## src/sts_pkg.sv

```systemverilog
// sts_pkg: constants, types and helpers shared by the sensor tracker supervisor
// assumes a single 40 MHz device clock and a synchronous active-high reset
`default_nettype none

package sts_pkg;

  ////////////////////////////////////////////////////////////////////////////
  // timing
  localparam int unsigned CLK_FREQ_HZ     = 40_000_000;
  localparam int unsigned STG_TIME_NS     = 100_000;  // ground short detect time
  localparam int unsigned STG_CYCLES      = (STG_TIME_NS * (CLK_FREQ_HZ / 1_000_000) + 999) / 1000;
  localparam int          STG_CNT_W       = 12;
  localparam int unsigned TSD_OFF_TIME_MS = 1000;     // least thermal off time
  localparam int unsigned TSD_OFF_CYCLES  = TSD_OFF_TIME_MS * (CLK_FREQ_HZ / 1000);
  localparam int          TSD_CNT_W       = 26;

  ////////////////////////////////////////////////////////////////////////////
  // register map, byte addresses
  localparam logic [3:0] ADR_CTRL   = 4'h0;
  localparam logic [3:0] ADR_STATUS = 4'h4;
  localparam logic [3:0] ADR_LIVE   = 4'h8;

  // reset values
  localparam logic [1:0] CTRL_RST   = 2'h0;
  localparam logic [6:0] STATUS_RST = 7'h00;

  ////////////////////////////////////////////////////////////////////////////
  // device operating state, driven by the device state machine
  typedef enum logic [2:0]
  {
    OP_INIT     = 3'h0,
    OP_NORMAL   = 3'h1,
    OP_SLEEP    = 3'h2,
    OP_WAKE     = 3'h3,
    OP_STANDBY  = 3'h4,
    OP_SAFE_OFF = 3'h5
  } sts_op_t;

  // comparator and sensor pins, all asynchronous
  typedef struct packed
  {
    logic       tshut;   // chip above shutdown temperature
    logic       twarn;   // chip above pre-warning temperature
    logic       ref_on;  // reference output present
    logic [1:0] uv;      // tracker output under-voltage
    logic [1:0] ov;      // tracker output over-voltage
  } sts_pins_t;

  // sticky status flags, status register bits 6:0
  typedef struct packed
  {
    logic       twarn;   // bit 6
    logic [1:0] uv;      // bits 5:4
    logic [1:0] ov;      // bits 3:2
    logic [1:0] stg;     // bits 1:0
  } sts_flags_t;

  // live view register, bits 11:0
  typedef struct packed
  {
    sts_op_t    op;      // bits 11:9
    logic       tshut;   // bit 8
    logic [1:0] ov;      // bits 7:6
    logic [1:0] uv;      // bits 5:4
    logic       ref_on;  // bit 3
    logic       tsd;     // bit 2
    logic [1:0] trk_on;  // bits 1:0
  } sts_live_t;

  // trackers may run only in these states
  function automatic logic op_allows_on(input sts_op_t op);
    return (op == OP_INIT) || (op == OP_NORMAL) || (op == OP_SLEEP) || (op == OP_WAKE);
  endfunction

endpackage

`default_nettype wire

```

## src/sts_trk_mon.sv

```systemverilog
// sts_trk_mon: event detection and ground short timer for one tracker
// assumes synchronised comparator levels on clk_i
`timescale 1ns/1ps
`default_nettype none

module sts_trk_mon
  import sts_pkg::*;
(
  input  wire logic clk_i,
  input  wire logic rst_i,
  input  wire logic trk_on_i,
  input  wire logic ov_i,
  input  wire logic uv_i,
  output var  logic ev_ov_o,
  output var  logic ev_uv_o,
  output var  logic ev_stg_o
);

  localparam logic [STG_CNT_W-1:0] STG_LAST = STG_CNT_W'(STG_CYCLES);

  logic                 ov_d;
  logic                 uv_d;
  logic [STG_CNT_W-1:0] stg_cnt;
  logic                 uv_live;

  ////////////////////////////////////////////////////////////////////////////
  // under-voltage only counts while the tracker is driven
  assign uv_live  = uv_i & trk_on_i;
  assign ev_ov_o  = ov_i & ~ov_d;
  assign ev_uv_o  = uv_live & ~uv_d;
  assign ev_stg_o = uv_live & (stg_cnt == STG_LAST);

  ////////////////////////////////////////////////////////////////////////////
  // edge history and ground short timer
  always_ff @(posedge clk_i)
  begin
    if (rst_i)
    begin
      ov_d    <= 1'b0;
      uv_d    <= 1'b0;
      stg_cnt <= '0;
    end
    else
    begin
      ov_d <= ov_i;
      uv_d <= uv_live;
      if (!uv_live)
        stg_cnt <= '0;
      else if (stg_cnt != STG_LAST)
        stg_cnt <= stg_cnt + STG_CNT_W'(1);
    end
  end

endmodule // sts_trk_mon

`default_nettype wire

```

## src/sts_supervisor.sv

```systemverilog
// sts_supervisor: supervision of the two sensor-supply trackers
// assumes op_state_i from device logic on clk_i, comparator pins asynchronous,
// classic Wishbone master on clk_i
//
// Operation
// - an output over-voltage switches its tracker off, sets its flag and pulses the interrupt.
// - an output under-voltage while its tracker is on sets its flag and pulses the interrupt.
// - a tracker stays on while an under-voltage is no longer than the ground short time.
// - an under-voltage beyond the ground short time switches off, sets its flag and pulses the interrupt.
// - a short to battery above the over-voltage threshold switches off and sets the over-voltage flag.
// - a crossing of the temperature pre-warning sets the warning flag and pulses the interrupt.
// - a thermal shutdown turns both trackers off and keeps them off for at least one second.
// - both trackers are held off in standby and safe-off states.
// - in init, normal, sleep and wake each tracker follows its host-written enable bit.
// - a tracker enabled while the reference is off sees an under-voltage and interrupts.
// - entering safe-off pulls the reset output low and turns all supplies off.
//
// The Wishbone interface to the registers and the placing of the registers were chosen for this implementation.
`timescale 1ns/1ps
`default_nettype none

module sts_supervisor
  import sts_pkg::*;
#(
  parameter int unsigned TSD_HOLD_CYCLES = TSD_OFF_CYCLES
)
(
  input  wire logic        clk_i,
  input  wire logic        rst_i,
  // wishbone slave
  input  wire logic        wb_cyc_i,
  input  wire logic        wb_stb_i,
  input  wire logic        wb_we_i,
  input  wire logic [3:0]  wb_adr_i,
  input  wire logic [3:0]  wb_sel_i,
  input  wire logic [31:0] wb_dat_i,
  output var  logic [31:0] wb_dat_o,
  output var  logic        wb_ack_o,
  // device state and sensors
  input  wire sts_op_t     op_state_i,
  input  wire sts_pins_t   pins_i,
  // supply control
  output var  logic [1:0]  tracker_output_en_o,
  output var  logic        reset_output_n_o,
  output var  logic        int_pulse_o
);

  localparam logic [TSD_CNT_W-1:0] TSD_LOAD = TSD_CNT_W'(TSD_HOLD_CYCLES);

  ////////////////////////////////////////////////////////////////////////////
  // declarations

  sts_pins_t             pin_meta;
  sts_pins_t             pin_sync;
  logic                  twarn_d;
  logic [1:0]            ctrl_en;
  sts_flags_t            flags;
  sts_flags_t            next_flags;
  sts_flags_t            flag_set;
  sts_flags_t            flag_clr;
  logic [TSD_CNT_W-1:0]  tsd_cnt;
  logic                  tsd_active;
  logic                  state_allows;
  logic                  safe_off;
  logic [1:0]            uv_qual;
  logic [1:0]            ev_ov;
  logic [1:0]            ev_uv;
  logic [1:0]            ev_stg;
  logic                  ev_twarn;
  logic                  any_event;
  logic [1:0]            next_trk_en;
  logic                  wb_req;
  logic                  wb_wr;
  logic                  wr_lane0;
  logic                  hit_ctrl;
  logic                  hit_status;
  logic                  hit_live;
  sts_live_t             live;
  logic [31:0]           rd_data;

  ////////////////////////////////////////////////////////////////////////////
  // two-stage synchroniser for comparator and sensor pins

  always_ff @(posedge clk_i)
  begin
    if (rst_i)
    begin
      pin_meta <= '0;
      pin_sync <= '0;
    end
    else
    begin
      pin_meta <= pins_i;
      pin_sync <= pin_meta;
    end
  end

  ////////////////////////////////////////////////////////////////////////////
  // per-tracker monitors

  // with no reference the tracker output sits at zero volts
  assign uv_qual = pin_sync.uv | {2{~pin_sync.ref_on}};

  for (genvar i = 0; i < 2; i++)
  begin : g_trk
    sts_trk_mon u_mon
    (
      .clk_i    (clk_i),
      .rst_i    (rst_i),
      .trk_on_i (tracker_output_en_o[i]),
      .ov_i     (pin_sync.ov[i]),
      .uv_i     (uv_qual[i]),
      .ev_ov_o  (ev_ov[i]),
      .ev_uv_o  (ev_uv[i]),
      .ev_stg_o (ev_stg[i])
    );
  end

  ////////////////////////////////////////////////////////////////////////////
  // temperature warning edge

  assign ev_twarn = pin_sync.twarn & ~twarn_d;

  always_ff @(posedge clk_i)
  begin
    if (rst_i)
      twarn_d <= 1'b0;
    else
      twarn_d <= pin_sync.twarn;
  end

  ////////////////////////////////////////////////////////////////////////////
  // thermal shutdown hold timer

  // reload while hot, then count the hold time down
  assign tsd_active = pin_sync.tshut | (tsd_cnt != '0);

  always_ff @(posedge clk_i)
  begin
    if (rst_i)
      tsd_cnt <= '0;
    else if (pin_sync.tshut)
      tsd_cnt <= TSD_LOAD;
    else if (tsd_cnt != '0)
      tsd_cnt <= tsd_cnt - TSD_CNT_W'(1);
  end

  ////////////////////////////////////////////////////////////////////////////
  // sticky status flags, write one to clear, set beats clear

  assign flag_set.stg   = ev_stg;
  assign flag_set.ov    = ev_ov;
  assign flag_set.uv    = ev_uv;
  assign flag_set.twarn = ev_twarn;

  assign flag_clr   = (wb_wr && hit_status && wr_lane0) ? sts_flags_t'(wb_dat_i[6:0]) : sts_flags_t'(STATUS_RST);
  assign next_flags = sts_flags_t'((flags & ~flag_clr) | flag_set);
  assign any_event  = |flag_set;

  always_ff @(posedge clk_i)
  begin
    if (rst_i)
      flags <= sts_flags_t'(STATUS_RST);
    else
      flags <= next_flags;
  end

  ////////////////////////////////////////////////////////////////////////////
  // interrupt pulse, one cycle per cycle with new events

  always_ff @(posedge clk_i)
  begin
    if (rst_i)
      int_pulse_o <= 1'b0;
    else
      int_pulse_o <= any_event;
  end

  ////////////////////////////////////////////////////////////////////////////
  // tracker enables

  assign state_allows = op_allows_on(op_state_i);
  assign safe_off     = (op_state_i == OP_SAFE_OFF);

  // an over-voltage tracker stays off until its flag is cleared and the fault is gone, a ground-shorted one until its flag is cleared
  assign next_trk_en = ctrl_en
                     & {2{state_allows}}
                     & {2{~safe_off}}
                     & {2{~tsd_active}}
                     & ~ev_ov & ~flags.ov & ~pin_sync.ov
                     & ~ev_stg & ~flags.stg;

  always_ff @(posedge clk_i)
  begin
    if (rst_i)
      tracker_output_en_o <= 2'h0;
    else
      tracker_output_en_o <= next_trk_en;
  end

  ////////////////////////////////////////////////////////////////////////////
  // reset output, low in safe-off and during reset

  always_ff @(posedge clk_i)
  begin
    if (rst_i)
      reset_output_n_o <= 1'b0;
    else
      reset_output_n_o <= ~safe_off;
  end

  ////////////////////////////////////////////////////////////////////////////
  // wishbone decode

  assign wb_req     = wb_cyc_i & wb_stb_i & ~wb_ack_o;
  assign wb_wr      = wb_req & wb_we_i;
  assign wr_lane0   = wb_sel_i[0];
  assign hit_ctrl   = (wb_adr_i == ADR_CTRL);
  assign hit_status = (wb_adr_i == ADR_STATUS);
  assign hit_live   = (wb_adr_i == ADR_LIVE);

  ////////////////////////////////////////////////////////////////////////////
  // live view of the block state

  assign live.op     = op_state_i;
  assign live.tshut  = pin_sync.tshut;
  assign live.ov     = pin_sync.ov;
  assign live.uv     = pin_sync.uv;
  assign live.ref_on = pin_sync.ref_on;
  assign live.tsd    = tsd_active;
  assign live.trk_on = tracker_output_en_o;

  // read mux, unmapped addresses read zero
  assign rd_data = hit_ctrl   ? {30'h0000_0000, ctrl_en} :
                   hit_status ? {25'h000_0000, flags} :
                   hit_live   ? {20'h0_0000, live} :
                                32'h0000_0000;

  ////////////////////////////////////////////////////////////////////////////
  // host enable configuration

  always_ff @(posedge clk_i)
  begin
    if (rst_i)
      ctrl_en <= CTRL_RST;
    else if (wb_wr && hit_ctrl && wr_lane0)
      ctrl_en <= wb_dat_i[1:0];
  end

  ////////////////////////////////////////////////////////////////////////////
  // single-cycle answer: ack and data one edge after the request is seen

  always_ff @(posedge clk_i)
  begin
    if (rst_i)
    begin
      wb_ack_o <= 1'b0;
      wb_dat_o <= 32'h0000_0000;
    end
    else
    begin
      wb_ack_o <= wb_req;
      if (wb_req && !wb_we_i)
        wb_dat_o <= rd_data;
    end
  end

endmodule // sts_supervisor

`default_nettype wire

```

## config.mk

```make
export PLATFORM = sky130hd
export DESIGN_NAME = sts_supervisor
export DESIGN_NICKNAME = d
export VERILOG_FILES = /design/src/sts_pkg.sv /design/src/sts_trk_mon.sv /design/src/sts_supervisor.sv
export SDC_FILE = /design/constraint.sdc
export NUM_CORES = 1
export LEC_CHECK = 0
export ABC_AREA = 1
export BUFFER_PORTS_ARGS = -buffer_cell sky130_fd_sc_hd__buf_2
export CAP_MARGIN = 20
export CELL_PAD_IN_SITES_DETAIL_PLACEMENT = 0
export CELL_PAD_IN_SITES_GLOBAL_PLACEMENT = 1
export CORE_UTILIZATION = 43
export DETAILED_ROUTE_END_ITERATION = 6
export GPL_ROUTABILITY_DRIVEN = 1
export PLACE_DENSITY = 0.94
export SYNTH_ARGS = -nofsm -noshare
export SYNTH_HDL_FRONTEND = slang
export SYNTH_HIERARCHICAL = 1
export SYNTH_SLANG_ARGS = --single-unit
```

## constraint.sdc

```tcl
create_clock -name clk_i -period 2.7 [get_ports clk_i]
set_clock_uncertainty 0.05 [all_clocks]
set_input_delay 0.27 -clock clk_i [delete_from_list [all_inputs] [get_ports clk_i]]
set_output_delay 0.27 -clock clk_i [all_outputs]
set_load 0.05 [all_outputs]
```

==> flow_summary.json, run 1 <==
{
  "setup_violations": 0,
  "synth_edf_count": 0,
  "gr-usage-all-layers_pct": 18.8,
  "worst_endpoint_data_arrival_time_ns": 1.92,
  "die_h_um": 106,
  "final_hold_violation_count": 0,
  "first_global_vias": 3770,
  "post_dp_cell_area_um2": 4880,
  "final_max_slew_viol_count": 0,
  "die_area_um2": 11200,
  "share_of_synthesized_flip_flops_with_an_asynchronous_set_or_reset_pct": 0,
  "gr-total-overflow": 0,
  "gate_count_of_the_mapped_netlist": 635,
  "unrepaired_setup_endpoints_after_global_routing": "false",
  "total_standard_cell_area_after_synthesis_um2": 4640,
  "timing.max_cap.violations": 0,
  "grt_use_met3_pct": 2.72,
  "final_cell_mix": "nand2_1, nor2_1, dfxtp_1",
  "dominant_combinational_cell_family_by_area_after_synthesis": "simple AND/OR/NAND/NOR gates",
  "finalSetupTns_ns": 0,
  "drt_first_iter_violations": 175,
  "post-dp-hpwl_mm": 7.67,
  "routed-via-count": 3989,
  "fin_nets": 738,
  "number_of_buffers_created_by_cts": 9,
  "hold_path_sink": "pin_meta[1]",
  "firstDrtPassIters": 4,
  "start_kind": "flip-flop",
  "synth_ff_type": "dfxtp_1",
  "worst_hold_path_type": "input port to flip-flop",
  "critPathMaxStageDelay_ns": 0.36,
  "maxSlewHeadroom_pct": 65.2,
  "place.gp.congestion": 0.872,
  "cp-end-kind": "flip-flop",
  "buffer_ports.inserted": 43,
  "reg2reg_to": "tsd_cnt[24]",
  "cts.path.max_buffers": 2,
  "regToRegStartpoint": "tsd_cnt[0]",
  "worst_pin_slew_ns": 0.522,
  "aggregate_routed_wire_length_mm": 9.96,
  "io_pins": 92,
  "synth.area.mux_share_pct": 0,
  "initial_utilization_pct": 44.6,
  "rrSetupSlack_ns": 0.97,
  "fin_total_pwr_uw": 4730,
  "die_w_um": 106,
  "timing.final.crit_period_ns": 1.73,
  "cp_slowest_cell": "dfxtp_1",
  "yosysSeqAreaShare_pct": 41.0,
  "pwr_density_nw_per_um2": 933,
  "rows": 37,
  "postSynthAreaPerCell_um2": 7.31,
  "cts.sinks": 95,
  "post_drt_wl_per_cell_um": 12.2,
  "worst_setup_path_startpoint": "tsd_cnt[0]",
  "yosys.area_share.simple_pct": 34.1,
  "avgViaCountPerCell": 4.88,
  "area_growth_from_synthesis_to_layout_pct": 9.14,
  "run_status": "finished, final reports clean",
  "worst_hold_path.num_cells": 3,
  "grt_max_degree": 35,
  "antenna_violating_nets_post_route": 0,
  "hold_buffers": 0,
  "path_cells": "inv_1 -> ha_1 -> nand2_2 -> nor2_1 -> nand3_1 -> xor2_1 -> nor3_2",
  "power.leakage_uw": 0.00209,
  "drive_gt1_share_pct": 15.7,
  "placeableCoreArea_um2": 10400,
  "leading_cell_type_in_the_layout_fill_and_taps_excluded": "nand2_1",
  "grt_util_met2_pct": 33.2,
  "clock_tree.htree_level_count": 3,
  "grtUsageMet1_pct": 22.5,
  "hold_start": "pins_i[1]",
  "cts_setup_buffers": 0,
  "clock_insertion_delay_at_the_later_pin_of_the_skew_report_ns": 0.36,
  "antenna_cells": 0,
  "synth.top_cells.by_area": "dfxtp_1, nand2_1, nor2_1",
  "yosysTopAreaCellShare_pct": 41.0,
  "postCtsResizedCells": 0,
  "critPathKind": "flip-flop to flip-flop",
  "tritoncts": "done",
  "worst_setup_hold_path_clk_slew_ns": 0.10,
  "synth_top_cell_by_area": "dfxtp_1",
  "fin_crit_sh_pct": 64.1,
  "remaining_drc_errors": 0,
  "worst_r2r_path_depth": 7,
  "critical_path.max_fanout": 6,
  "irDropWorstVdd_v": 0.000513,
  "synth_compound_area_share_pct": 9.46,
  "gr-max-usage-layer": "met2",
  "critical_path_required_ns": 2.89,
  "synth-adder-area-share_pct": 1.62,
  "clock.fmax_mhz": 578,
  "netlist-cell-type-count": 37,
  "cts.root.buffer_cell": "clkbuf_8",
  "yosys_register_bits": 95,
  "layout.cell_area.non_filler_um2": 5060,
  "grt_antenna_before_repair": 0,
  "synth.yosys.warnings": 6,
  "synthXorXnorAreaFrac_pct": 2.64,
  "global_route_wire_length_before_repair_mm": 16.7
}
==> cell families (layout without fill, tap and decap cells) <==
| group | Yosys count | after routing |
|---|---|---|
| compound gates | 80 | 80 |
| xor+xnor | 14 | 14 |
| simple gates | 329 | 329 |
| buf+inv | 110 | 138 |
| flops | 95 | 95 |
| fa+ha+maj | 6 | 6 |
| other cells | 1 | 20 |
==> critical path, delay by kind of cell, from the launching register on <==
kind / cells / cell delay (ns)
simple gates: 4 / 0.50
fa+ha+maj: 1 / 0.35
xor+xnor: 1 / 0.20
flops: 1 / 0.36
buf+inv: 1 / 0.16
==> per-layer routing <==
metal | vias up | part of all wire, %
li1 | 2070 | -
met1 | 1825 | 45
met2 | 79 | 50
met3 | 15 | 3.7
met4 | 0 | 1.7
met5 | - | 0
==> state kept, by name (all words and copies together) (netlist names) <==
signal               count
tsd_cnt                 26
g_trk.u_mon/stg_cnt     24
wb_dat_o                12
flags                    7
pin_meta                 7
live                     6
ctrl_en                  2
g_trk.u_mon/ov_d         2
g_trk.u_mon/uv_d         2
tracker_output_en_o      2
int_pulse_o              1
pin_sync                 1
reset_output_n_o         1
twarn_d                  1
wb_ack_o                 1
==> worst max path at each step <==
stage	to	slack, ns	cells past startpoint
5_1_grt	tsd_cnt[24]	0.77	7
3_5_place_dp	tsd_cnt[24]	0.95	7
3_3_place_gp	tsd_cnt[24]	1.02	7
2_1_floorplan	wb_dat_o[11]	1.22	7
6_report	tsd_cnt[24]	0.97	7
4_1_cts	tsd_cnt[24]	0.95	7
==> layout make-up <==
class / count / area, um^2
Clock buffer: 10 / 138
Clock inverter: 6 / 43.8
Fill cell: 1061 / 5350
Inverter: 78 / 293
Multi-Input combinational cell: 449 / 2300
Sequential cell: 95 / 1900
Tap cell: 136 / 170
Timing Repair Buffer: 44 / 223
==> power breakdown <==
part	internal [uW]	leakage (uW)	switching [uW]
Combinational	694	0.00122	1380
Sequential	1590	0.000774	198
Clock	363	0.0000926	508
Total	2650	0.00209	2080
==> synthesized netlist by cell type (all sizes together) (2+ instances only) <==
master  number
a41oi        3
inv         77
nor3         9
a21oi       47
o21bai       2
nand4       17
xor2         6
a22oi        5
ha           6
nand2      120
nor2       128
clkbuf       5
o21ai       21
nand3b       4
nor3b        2
buf         27
dfxtp       95
xnor2        8
nand3       46
==> metrics by stage <==
stage                     utilization (%)  hold WS [ns]  instances  setup WS, ns
final                                48.6        0.0491        818         0.970
after global routing                 48.6        0.0315        818         0.771
after CTS                            48.6        0.0313        818         0.949
after detailed placement             46.9         0.345        802         0.955
after global placement               46.9         0.345        802          1.02
after floorplan                         -         0.292        654          1.22
Note: power is estimated with default switching activity, not from simulation.
==> inputs of run 2 (changes only) <==
- CORE_UTILIZATION: 43 -> 39
- PLACE_DENSITY: 0.94 -> 0.87
- clock period: 2.7 -> 1.73 ns (I/O delays scaled with it)
==> flow_summary.json, run 2 (same netlist as run 1, synthesis figures left out) <==
{
  "firstDrtPassIters": 6,
  "final_hold_violation_count": 0,
  "hold_path_sink": "reset_output_n_o",
  "number_of_buffers_created_by_cts": 9,
  "layout.cell_area.non_filler_um2": 5320,
  "post_drt_wl_per_cell_um": 12.1,
  "area_growth_from_synthesis_to_layout_pct": 14.5,
  "grt_max_degree": 27,
  "layout_top_registers": "tsd_cnt x26, g_trk.u_mon/stg_cnt x24, wb_dat_o x12",
  "part_of_the_total_power_dissipated_in_sequential_elements_pct": 34.4,
  "placeableCoreArea_um2": 11500,
  "timing.max_cap.violations": 0,
  "clock_tree.htree_level_count": 3,
  "worst_pin_slew_ns": 0.509,
  "die_w_um": 111,
  "cts_setup_buffers": 0,
  "gr-usage-all-layers_pct": 17.5,
  "worst_r2r_path_depth": 7,
  "pre_cts_slack_ns": 0.142,
  "cp-end-kind": "flip-flop",
  "final_max_slew_viol_count": 0,
  "die_h_um": 111,
  "regToRegStartpoint": "tsd_cnt[0]",
  "place.gp.congestion": 0.881,
  "critical_path_required_ns": 1.91,
  "critical_path.max_fanout": 16,
  "antenna_cells": 0,
  "power.leakage_uw": 0.00219,
  "start_kind": "flip-flop",
  "first_global_vias": 3893,
  "routed-via-count": 4063,
  "rrSetupSlack_ns": 0.15,
  "grt_antenna_before_repair": 0,
  "drt_first_iter_violations": 180,
  "critPathKind": "flip-flop to flip-flop",
  "worst_hold_path_type": "input port to flip-flop",
  "run_status": "complete, but fails checks",
  "cts.path.max_buffers": 2,
  "avgViaCountPerCell": 4.83,
  "timing.final.crit_period_ns": 1.58,
  "leading_cell_type_in_the_layout_fill_and_taps_excluded": "nand2_1",
  "rows": 39,
  "buffer_ports.inserted": 43,
  "p_int_uw": 4660,
  "area_of_all_sequential_standard_cells_um2": 1900,
  "p_clk_share_pct": 23.4,
  "final.fill_count": 1168,
  "post_dp_cell_area_um2": 4960,
  "unrepaired_setup_endpoints_after_global_routing": "false",
  "finalSetupTns_ns": 0,
  "switchingPower_uw": 3390,
  "violations": "DRC",
  "cp_slowest_cell": "dfxtp_1",
  "hold_start": "op_state_i[1]",
  "remaining_drc_errors": 3,
  "global_route_wire_length_before_repair_mm": 17.5,
  "largest_register_ffs": 26,
  "post-dp-hpwl_mm": 7.77,
  "gr-total-overflow": 0,
  "maxSlewHeadroom_pct": 66.1,
  "sw_frac_of_total_pct": 42.1,
  "cts.root.buffer_cell": "clkbuf_16",
  "worst_hold_path.num_cells": 3,
  "drive_gt1_share_pct": 16.9,
  "cpLargestDelayFamily": "simple AND/OR/NAND/NOR gates",
  "clock_insertion_delay_at_the_later_pin_of_the_skew_report_ns": 0.35,
  "irDropWorstVdd_v": 0.000727,
  "clock.fmax_mhz": 633,
  "io_pins": 92,
  "worst_setup_hold_path_clk_slew_ns": 0.07,
  "critPathMaxStageDelay_ns": 0.31,
  "critical_path_cell_count": 7,
  "path_cells": "inv_1 -> ha_1 -> nand2_1 -> nor2_2 -> nand4_4 -> nand3b_1 -> a21oi_1",
  "max_flop_register": "tsd_cnt",
  "tritoncts": "done",
  "combPwrFrac_pct": 42.1,
  "fin_nets": 754,
  "cts.sinks": 95,
  "fin_crit_sh_pct": 91.3,
  "initial_utilization_pct": 40.3,
  "reg2reg_to": "tsd_cnt[12]",
  "timing.final.ws_setup_ns": 0.151,
  "antenna_violating_nets_post_route": 0,
  "critPathBufInv": 1,
  "die_area_um2": 12300,
  "area_of_the_multi_input_gates_um2": 2300,
  "finalCoreUtilization_pct": 46.2,
  "pwr_density_nw_per_um2": 1520,
  "aggregate_routed_wire_length_mm": 10.2,
  "setup_violations": 0,
  "worst_endpoint_data_arrival_time_ns": 1.76,
  "final_cell_mix": "nand2_1, nor2_1, dfxtp_1"
}
-- run 2: changes by cell type in the layout (fill, tap and decap cells not counted), moves of 2 or more --
cell / change
dlygate4sd3_1: +7
clkbuf_16: +9
clkinv_2: -2
buf_4: +9
clkbuf_8: -10
clkinvlp_4: +2
-- run 2: power by group through the flow --
| stage | logic, uW | registers, uW | clock network (uW) |
|---|---|---|---|
| global placement | 3290 | 2810 | 0 |
| global route | 3780 | 2810 | 2020 |
| finish | 3390 | 2770 | 1890 |
| CTS | 3370 | 2770 | 1940 |
| floorplan | 2710 | 2770 | 0 |
| detailed placement | 3340 | 2810 | 0 |
-- run 2: stage by stage --
step	hold WS, ns	total power (uW)	instances
global route	0.0403	8610	841
detailed placement	0.331	6150	818
global placement	0.325	6100	818
floorplan	0.195	5480	654
finish	0.0238	8050	841
CTS	0.0114	8070	841
-- run 2: tightest hold or removal path, cell delays in order --
cell	delay, ns
buf_2	0.10
o31ai_1	0.07
inv_1	0.05
-- run 2: area by class of cell --
cell class	instances	share of cell area, %
clock buffer	9	4.24
clock inverter	7	1.08
inverter	78	5.51
multi-input combinational	449	43.2
sequential	95	35.8
tap	143	3.37
timing repair buffer	60	6.78
-- run 2: timing repair --
item,4_1_cts,5_1_grt
endpoints found under the hold margin,7,0
setup endpoints to repair,0,3
resized for setup,0,2
hold buffers,7,0
-- run 2: layer usage --
metal	track usage, %	wire (um)	vias to the layer above	share of wire [%]
li1	-	-	2106	-
met1	21.0	4530	1852	44
met2	30.4	4970	85	49
met3	3.01	448	20	4.4
met4	8.47	248	0	2.4
met5	0	0	-	0
-- run 2: worst max-delay path by stage --
stage	from	endpoint	slack [ns]
3_5_place_dp	tsd_cnt[0]	tsd_cnt[2]	0.14
5_1_grt	tsd_cnt[0]	wb_dat_o[2]	0.0004
6_report	tsd_cnt[0]	tsd_cnt[12]	0.15
3_3_place_gp	tsd_cnt[0]	tsd_cnt[2]	0.17
4_1_cts	tsd_cnt[0]	tsd_cnt[2]	0.12
2_1_floorplan	wb_ack_o	wb_dat_o[11]	0.25
